**config.mk**
```make
export PLATFORM = sky130hd
export DESIGN_NAME = dtg_timer
export DESIGN_NICKNAME = d
export VERILOG_FILES = /design/src/dtg_pkg.sv /design/src/dtg_timer.sv
export SDC_FILE = /design/constraint.sdc
export NUM_CORES = 1
export LEC_CHECK = 0
export BUFFER_PORTS_ARGS = -buffer_cell sky130_fd_sc_hd__buf_2
export CORE_MARGIN = 8
export CORE_UTILIZATION = 49
export DETAILED_ROUTE_END_ITERATION = 10
export PLACE_DENSITY = 0.73
export SYNTH_ARGS = -nofsm -noshare
export SYNTH_HDL_FRONTEND = slang
export SYNTH_SLANG_ARGS = --single-unit
```
**constraint.sdc**
```tcl
create_clock -name clk_i -period 2.6 [get_ports clk_i]
set_input_delay 0.65 -clock clk_i [delete_from_list [all_inputs] [get_ports clk_i]]
set_output_delay 0.65 -clock clk_i [all_outputs]
set_load 0.05 [all_outputs]
```
**src/dtg_pkg.sv**
```systemverilog
package dtg_pkg;

    // operating modes, one field per timer
    typedef enum logic [1:0] {
        MODE_13BIT   = 2'b00,
        MODE_16BIT   = 2'b01,
        MODE_RELOAD8 = 2'b10,
        MODE_SPLIT8  = 2'b11
    } dtg_mode_type;

    // shared clock-scale field codes
    typedef enum logic [1:0] {
        SCALE_0 = 2'b00,
        SCALE_1 = 2'b01,
        SCALE_2 = 2'b10,
        SCALE_3 = 2'b11
    } dtg_scale_type;

    // prescaler divide ratios, one per scale code
    localparam logic [5:0] PRESC_DIV_0  = 6'h0C;
    localparam logic [5:0] PRESC_DIV_1  = 6'h04;
    localparam logic [5:0] PRESC_DIV_2  = 6'h30;
    localparam logic [5:0] PRESC_DIV_3  = 6'h08;
    localparam logic [5:0] PRESC_RESET  = 6'h00;
    localparam logic [5:0] PRESC_ONE    = 6'h01;

    // byte write strobe positions
    localparam int BYTE_T0_LOW  = 0;
    localparam int BYTE_T0_HIGH = 1;
    localparam int BYTE_T1_LOW  = 2;
    localparam int BYTE_T1_HIGH = 3;
    localparam int BYTE_COUNT   = 4;

    // counter layout and reset values
    localparam int         M0_LOW_W    = 5;
    localparam logic [7:0] BYTE_RESET  = 8'h00;
    localparam logic [7:0] BYTE_ONE    = 8'h01;
    localparam logic [12:0] CNT13_ONE  = 13'h0001;
    localparam logic [15:0] CNT16_ONE  = 16'h0001;

endpackage

```
**src/dtg_timer.sv**
```systemverilog
// Contract
// - two 16-bit timers, each two bytes
// - four modes: 13, 16, reload8, split
// - split mode exists only on timer 0
// - clock is system or shared prescaled tick
// - each timer has its own mode field
// - interrupt output gated by per-timer enable
// - 13-bit: high byte plus low bits 4..0
// - wrap to zero sets overflow flag, except a timer 1 wrap while timer 0 is in split
// - count needs run and (no gate or pin active); timer 1 needs no run while timer 0 is in split
// - timer 0 gate pin active low
// - run does not clear the counter
// - timer 1 mirrors timer 0 with own bits
// - 16-bit mode uses all sixteen bits
// - reload8: low counts, reloads from high
// - split: high byte runs on t1 run, sets t1 flag
// - flags cleared by software or vector acknowledge
`timescale 1ns/100ps
module dtg_timer (
    // clock and reset
    input  wire logic       clk_i,
    input  wire logic       arst_n_i,
    // control bits
    input  wire logic       t0_run_i,
    input  wire logic       t1_run_i,
    input  wire logic       t0_gate_enable_i,
    input  wire logic       t1_gate_enable_i,
    input  wire logic [1:0] t0_mode_select_i,
    input  wire logic [1:0] t1_mode_select_i,
    input  wire logic       t0_clk_select_i,
    input  wire logic       t1_clk_select_i,
    input  wire logic [1:0] clock_scale_field_i,
    input  wire logic       t0_irq_enable_i,
    input  wire logic       t1_irq_enable_i,
    // byte writes and flag clears
    input  wire logic [3:0] byte_wr_i,
    input  wire logic [7:0] byte_wdata_i,
    input  wire logic       t0_flag_clr_i,
    input  wire logic       t1_flag_clr_i,
    input  wire logic       t0_vector_ack_i,
    input  wire logic       t1_vector_ack_i,
    // gate pins, port0_pin2 for timer 0
    input  wire logic       ext_irq_in_a_n_i,
    input  wire logic       ext_irq_in_b_n_i,
    // counter bytes and status
    output logic [7:0]      t0_low_byte_o,
    output logic [7:0]      t0_high_byte_o,
    output logic [7:0]      t1_low_byte_o,
    output logic [7:0]      t1_high_byte_o,
    output logic            t0_overflow_flag_o,
    output logic            t1_overflow_flag_o,
    output logic            t0_irq_o,
    output logic            t1_irq_o
);

    logic [7:0] t0_lo_q, t0_lo_d, t0_hi_q, t0_hi_d;
    logic [7:0] t1_lo_q, t1_lo_d, t1_hi_q, t1_hi_d;
    logic       t0_flag_q, t0_flag_d, t1_flag_q, t1_flag_d;
    logic [5:0] presc_q, presc_d, presc_div;
    logic       presc_tick;
    logic       ext_a_q1, ext_a_q2, ext_b_q1, ext_b_q2;
    logic       t0_tick, t1_tick, gate_ok_a, gate_ok_b;
    logic       t0_split, t0_inc, t0h_inc, t1_en, t1_inc;
    logic       t0_ovf, t0h_ovf, t1_ovf, t1_set;
    logic [16:0] t0_step, t1_step;

    // one counting step: returns {overflow, high, low}
    function automatic logic [16:0] dtg_step(input logic [1:0] m,
                                             input logic [7:0] hi,
                                             input logic [7:0] lo);
        logic [12:0] c13;
        logic [15:0] c16;
        logic [7:0]  nh;
        logic [7:0]  nl;
        logic        ovf;
        begin
            c13 = {hi, lo[dtg_pkg::M0_LOW_W-1:0]} + dtg_pkg::CNT13_ONE;
            c16 = {hi, lo} + dtg_pkg::CNT16_ONE;
            nh  = hi;
            nl  = lo;
            ovf = 1'b0;
            case (m)
                dtg_pkg::MODE_13BIT: begin
                    // upper low-byte bits are left as they were; software masks them
                    nh  = c13[12:dtg_pkg::M0_LOW_W];
                    nl  = {lo[7:dtg_pkg::M0_LOW_W], c13[dtg_pkg::M0_LOW_W-1:0]};
                    ovf = &{hi, lo[dtg_pkg::M0_LOW_W-1:0]};
                end
                dtg_pkg::MODE_16BIT: begin
                    nh  = c16[15:8];
                    nl  = c16[7:0];
                    ovf = &{hi, lo};
                end
                dtg_pkg::MODE_RELOAD8: begin
                    ovf = &lo;
                    nl  = ovf ? hi : lo + dtg_pkg::BYTE_ONE;
                end
                default: begin
                    // split: only the low byte here, the high byte is handled apart
                    ovf = &lo;
                    nl  = lo + dtg_pkg::BYTE_ONE;
                end
            endcase
            dtg_step = {ovf, nh, nl};
        end
    endfunction

    // prescaler: shared tick; >= guards a switch to a shorter ratio mid-count
    always_comb begin
        case (dtg_pkg::dtg_scale_type'(clock_scale_field_i))
            dtg_pkg::SCALE_0: presc_div = dtg_pkg::PRESC_DIV_0;
            dtg_pkg::SCALE_1: presc_div = dtg_pkg::PRESC_DIV_1;
            dtg_pkg::SCALE_2: presc_div = dtg_pkg::PRESC_DIV_2;
            default:          presc_div = dtg_pkg::PRESC_DIV_3;
        endcase
        presc_tick = (presc_q >= presc_div - dtg_pkg::PRESC_ONE);
        presc_d    = presc_tick ? dtg_pkg::PRESC_RESET : presc_q + dtg_pkg::PRESC_ONE;
    end

    always_ff @(posedge clk_i or negedge arst_n_i) begin
        if (!arst_n_i) begin
            presc_q <= dtg_pkg::PRESC_RESET;
        end else begin
            presc_q <= presc_d;
        end
    end

    // gate pins cross in through two flops; idle level is high (inactive)
    always_ff @(posedge clk_i or negedge arst_n_i) begin
        if (!arst_n_i) begin
            ext_a_q1 <= 1'b1;
            ext_a_q2 <= 1'b1;
            ext_b_q1 <= 1'b1;
            ext_b_q2 <= 1'b1;
        end else begin
            ext_a_q1 <= ext_irq_in_a_n_i;
            ext_a_q2 <= ext_a_q1;
            ext_b_q1 <= ext_irq_in_b_n_i;
            ext_b_q2 <= ext_b_q1;
        end
    end

    // enables and ticks
    always_comb begin
        t0_tick   = t0_clk_select_i | presc_tick;
        t1_tick   = t1_clk_select_i | presc_tick;
        gate_ok_a = !t0_gate_enable_i || !ext_a_q2;
        gate_ok_b = !t1_gate_enable_i || !ext_b_q2;
        t0_split  = (t0_mode_select_i == dtg_pkg::MODE_SPLIT8);
        t0_inc    = t0_run_i && gate_ok_a && t0_tick;
        t0h_inc   = t0_split && t1_run_i && t0_tick;
        // timer 1 has no split mode; it is stopped by selecting it
        t1_en     = (t1_mode_select_i != dtg_pkg::MODE_SPLIT8) && gate_ok_b
                    && (t0_split || t1_run_i);
        t1_inc    = t1_en && t1_tick;
    end

    // counter next values; a byte write wins over a count in the same cycle
    always_comb begin
        t0_step = t0_inc ? dtg_step(t0_mode_select_i, t0_hi_q, t0_lo_q)
                         : {1'b0, t0_hi_q, t0_lo_q};
        t1_step = t1_inc ? dtg_step(t1_mode_select_i, t1_hi_q, t1_lo_q)
                         : {1'b0, t1_hi_q, t1_lo_q};
        t0_ovf  = t0_step[16];
        t1_ovf  = t1_step[16];
        t0h_ovf = t0h_inc && (&t0_hi_q);
        t0_lo_d = t0_step[7:0];
        t0_hi_d = t0_split ? (t0h_inc ? t0_hi_q + dtg_pkg::BYTE_ONE : t0_hi_q)
                           : t0_step[15:8];
        t1_lo_d = t1_step[7:0];
        t1_hi_d = t1_step[15:8];
        if (byte_wr_i[dtg_pkg::BYTE_T0_LOW]) begin
            t0_lo_d = byte_wdata_i;
        end
        if (byte_wr_i[dtg_pkg::BYTE_T0_HIGH]) begin
            t0_hi_d = byte_wdata_i;
        end
        if (byte_wr_i[dtg_pkg::BYTE_T1_LOW]) begin
            t1_lo_d = byte_wdata_i;
        end
        if (byte_wr_i[dtg_pkg::BYTE_T1_HIGH]) begin
            t1_hi_d = byte_wdata_i;
        end
    end

    // overflow flags: a set in the clearing cycle wins
    always_comb begin
        t1_set    = (t1_ovf && !t0_split) || t0h_ovf;
        t0_flag_d = t0_flag_q;
        t1_flag_d = t1_flag_q;
        if (t0_ovf) begin
            t0_flag_d = 1'b1;
        end else if (t0_flag_clr_i || t0_vector_ack_i) begin
            t0_flag_d = 1'b0;
        end
        if (t1_set) begin
            t1_flag_d = 1'b1;
        end else if (t1_flag_clr_i || t1_vector_ack_i) begin
            t1_flag_d = 1'b0;
        end
    end

    // run never clears the count; byte writes and the reload8 overflow load it
    always_ff @(posedge clk_i or negedge arst_n_i) begin
        if (!arst_n_i) begin
            t0_lo_q   <= dtg_pkg::BYTE_RESET;
            t0_hi_q   <= dtg_pkg::BYTE_RESET;
            t1_lo_q   <= dtg_pkg::BYTE_RESET;
            t1_hi_q   <= dtg_pkg::BYTE_RESET;
            t0_flag_q <= 1'b0;
            t1_flag_q <= 1'b0;
        end else begin
            t0_lo_q   <= t0_lo_d;
            t0_hi_q   <= t0_hi_d;
            t1_lo_q   <= t1_lo_d;
            t1_hi_q   <= t1_hi_d;
            t0_flag_q <= t0_flag_d;
            t1_flag_q <= t1_flag_d;
        end
    end

    // outputs
    assign t0_low_byte_o      = t0_lo_q;
    assign t0_high_byte_o     = t0_hi_q;
    assign t1_low_byte_o      = t1_lo_q;
    assign t1_high_byte_o     = t1_hi_q;
    assign t0_overflow_flag_o = t0_flag_q;
    assign t1_overflow_flag_o = t1_flag_q;
    assign t0_irq_o           = t0_flag_q && t0_irq_enable_i;
    assign t1_irq_o           = t1_flag_q && t1_irq_enable_i;
endmodule

```
==> results.rst <==
.. list-table::
   :header-rows: 1

   * - Metric
     - Value
   * - Final hold violation count
     - 0
   * - Layout cell share with drive strength beyond 1
     - 25.4%
   * - Average footprint of a synthesized cell
     - 8.62 sq um
   * - Fraction of the yosys area taken by sequential cells
     - 34.6%
   * - Clock Latency Late Sink
     - 0.31 ns
   * - Number of vias in the routed layout
     - 3263
   * - Number of global-route vias before repair
     - 3243
   * - ANT nets after route
     - 0
   * - Critical Path End Type
     - register
   * - Max-slew headroom
     - 60.0%
   * - Post-detailed-routing wire length
     - 9520 microns
   * - CTS HTree Levels
     - 2
   * - Total global-route track usage
     - 20.0%
   * - Critical Setup Path Class
     - primary input to register
   * - IO Port Bufs
     - 69
   * - Number of filler instances in the final layout
     - 589
   * - Count of state elements after synthesis
     - 44
   * - CP Buf/Inv Count
     - 1
   * - Antenna violations before repair
     - 0
   * - Final count of negative-setup-slack endpoints
     - 0
   * - Number of max-cap violations
     - 0
   * - Slowest stage cell, crit path
     - or4_1
   * - Flip-flop and latch area
     - 1110 sq um
   * - Cell area reported after detailed placement
     - 3620 sq um
   * - Depth of the worst register-to-register path
     - 6
   * - Crit path depth
     - 8
   * - Net count reported at finish
     - 478
   * - Number of unique standard cell types used by synthesis
     - 66
   * - Post-Layout Inst Area
     - 3740 sq um
   * - Total core area
     - 6310 sq um
   * - Status
     - finished, final reports clean
   * - Avg Vias per Cell
     - 6.35
   * - Die Span Y
     - 96.8 microns
   * - Count of boundary I/O pins
     - 70
   * - Clock slew at the register clock pins of the worst setup and hold paths
     - 0.09 ns
   * - Total iterations of the first detailed-routing run
     - 4
   * - Setup repair after global routing missed its margin
     - no
   * - Pin count of the biggest net entering global routing
     - 45
   * - Die outline area
     - 9360 sq um
   * - Total clock sinks
     - 44
   * - Hpwl dp
     - 7020 microns
   * - Global route overflow
     - 0
   * - Post-detailed-route wirelength per cell
     - 18.5 microns
   * - Cells along the critical path
     - buf_2 -> nand2b_1 -> ha_1 -> nand3_1 -> o21bai_1 -> o21ai_2 -> or4_1 -> a31oi_1
   * - Peak per-stage delay on the critical path
     - 0.55 ns
   * - Actual slew at the worst max-slew pin
     - 0.600 ns
   * - Library cell used as clock root buffer
     - clkbuf_8
   * - Netlist area before placement
     - 3200 sq um
   * - Number of enable flip-flop cells after synthesis
     - 0
   * - DIE WIDTH
     - 96.8 microns
   * - Cell family with the largest share of critical-path delay
     - simple AND/OR/NAND/NOR gates
   * - Row cnt
     - 29
   * - Maximum resistive drop on vdd
     - 303 uV
   * - Violation count after the first detailed-route iteration
     - 218
   * - Final Total Pwr
     - 2.40 mW
   * - Max Fclk
     - 428 MHz
   * - Post-route core utilization
     - 59.3%
   * - Power per standard cell area
     - 642 nW/um^2
   * - Most frequent standard cell in the layout excluding fill and tap cells
     - buf_2
   * - Final max-slew violation count
     - 0
   * - Worst Setup Start Kind
     - primary input
   * - Final clock period utilization by the worst path
     - 89.8%
   * - Final critical-path required period
     - 2.33 ns
   * - Total inserted antenna cells
     - 0
   * - CTS Buffer Depth
     - 2
   * - Most frequent cells in the layout
     - buf_2 (69), dfrtp_1 (40), nor2_1 (30)
   * - Footprint of the multi-input gates
     - 1970 sq um
   * - Synthesized netlist net count
     - 413
   * - Crit Path Max Fanout
     - 15
   * - Worst min-delay path category
     - register to register
   * - Gpl congestion
     - 0.868
   * - Leakage power total
     - 1.59 nW
   * - Wire length of the first global-routing pass
     - 16000 microns
   * - Primary FF master, synth
     - dfrtp_1
   * - Post-CTS Hold Fix Bufs
     - 0
   * - Hold path cells
     - 0
   * - Number of buffers inserted to repair setup after CTS
     - 0
   * - Yosys warning count
     - 0
   * - Clock buffer count from CTS
     - 5
   * - TritonCTS clock tree
     - built
   * - Worst hold slack after final layout
     - 0.361 ns
   * - Cts repair resizes
     - 0
   * - DRC violation count after routing
     - 0
   * - Starting Density
     - 50.6%
   * - Synthesized instance count
     - 371
   * - Worst-case clock skew
     - 0.0114 ns
   * - Signed area change from the synthesized netlist to the final layout
     - 17.1%
   * - Required @ worst endpoint
     - 2.82 ns
   * - Total negative slack
     - 0 ns
   * - Data arrival time of the worst path
     - 2.55 ns
   * - Share of flip-flops with an asynchronous set or reset
     - 100%
[per-layer routing]
| metal | GRT usage (%) | vias up | part of all wire, % |
|---|---|---|---|
| met1 | 24.4 | 1585 | 44 |
| met3 | 3.84 | 13 | 6.3 |
| met5 | 0 | - | 0 |
| met2 | 34.5 | 114 | 49 |
| li1 | - | 1551 | - |
| met4 | 5.56 | 0 | 1.3 |
[synthesized netlist by cell type (all sizes together), types with 3 or more instances]
cell type  count  area (sq um)
ha             8           100
o211ai         5          37.5
o21bai         3          22.5
mux2i          9          90.1
nor3          10          60.1
dfstp          4           105
o31ai         18           140
a31oi         16           100
nand2b         6          37.5
clkbuf        11          41.3
nor2          31           119
a221o          4          40.0
or2            4          25.0
a21oi         20           108
a311oi         4          35.0
buf           10          51.3
nand4          8          56.3
nor2b          7          43.8
nor4           4          25.0
and4           4          36.3
o21ai         12          63.8
a211oi         4          30.0
xor2           5          43.8
dfrtp         40          1000
nand3         22           110
and3           7          45.1
a21boi         4          30.0
xnor2          4          35.0
or4           11          82.6
and2           7          43.8
inv            7          26.3
nand2         28           105
[area by class of cell]
type | count | area share (%)
sequential | 44 | 29.6
multi-input combinational | 299 | 52.7
inverter | 7 | 0.702
tap | 77 | 2.57
timing repair buffer | 79 | 11.2
clock buffer | 6 | 2.21
clock inverter | 2 | 1.04
[sequential cells by signal, indices dropped and copies added (netlist names), 6 cells and up]
register	count
t1_low_byte_o	8
presc_q	6
t0_low_byte_o	8
t1_high_byte_o	8
t0_high_byte_o	8
[report_power, final]
part           internal (mW)  switching, mW
registers              0.788          0.161
clock network          0.315          0.261
logic                  0.298          0.580
[worst reg2reg max path, stage by stage (launching register included)]
cell and delay [ns]:
dfrtp_1 0.43, ha_1 0.32, nand3_1 0.15, o21bai_1 0.25, o21ai_2 0.20, or4_1 0.55, a31oi_1 0.22
[per-stage QoR]
step           worst slack [ns]  instances
2_1_floorplan             0.251        371
3_3_place_gp             0.0923        506
3_5_place_dp           -0.00255        506
4_1_cts                   0.295        514
5_1_grt                   0.156        514
6_report                  0.265        514
[worst paths after layout]
| check | start | to | slack (ns) |
|---|---|---|---|
| hold reg to reg | ext_b_q1$_DFF_PN1_ | ext_b_q2$_DFF_PN1_ | 0.36 |
| hold / removal | ext_b_q1$_DFF_PN1_ | ext_b_q2$_DFF_PN1_ | 0.36 |
| max in group asynchronous | arst_n_i | t0_low_byte_o[4]$_DFFE_PN0P_ | 1.77 |
| min in group asynchronous | arst_n_i | presc_q[3]$_DFF_PN0_ | 0.41 |
| setup reg to reg | presc_q[4]$_DFF_PN0_ | t1_high_byte_o[7]$_DFFE_PN0P_ | 0.40 |
| setup / recovery | clock_scale_field_i[0] | t1_high_byte_o[7]$_DFFE_PN0P_ | 0.27 |
[cells by family after synthesis]
| group | after synthesis | synth area share (%) |
|---|---|---|
| XOR/XNOR | 9 | 2.47 |
| AO/OA/AOI/OAI | 116 | 26.1 |
| other | 1 | 0.117 |
| AND/OR/NAND/NOR | 154 | 26.3 |
| adder cells (fa/ha/maj) | 8 | 3.13 |
| multiplexers | 11 | 3.52 |
| flip-flops | 44 | 34.6 |
| buffers and inverters | 28 | 3.72 |
No activity file was read; power rests on OpenSTA's default activity.
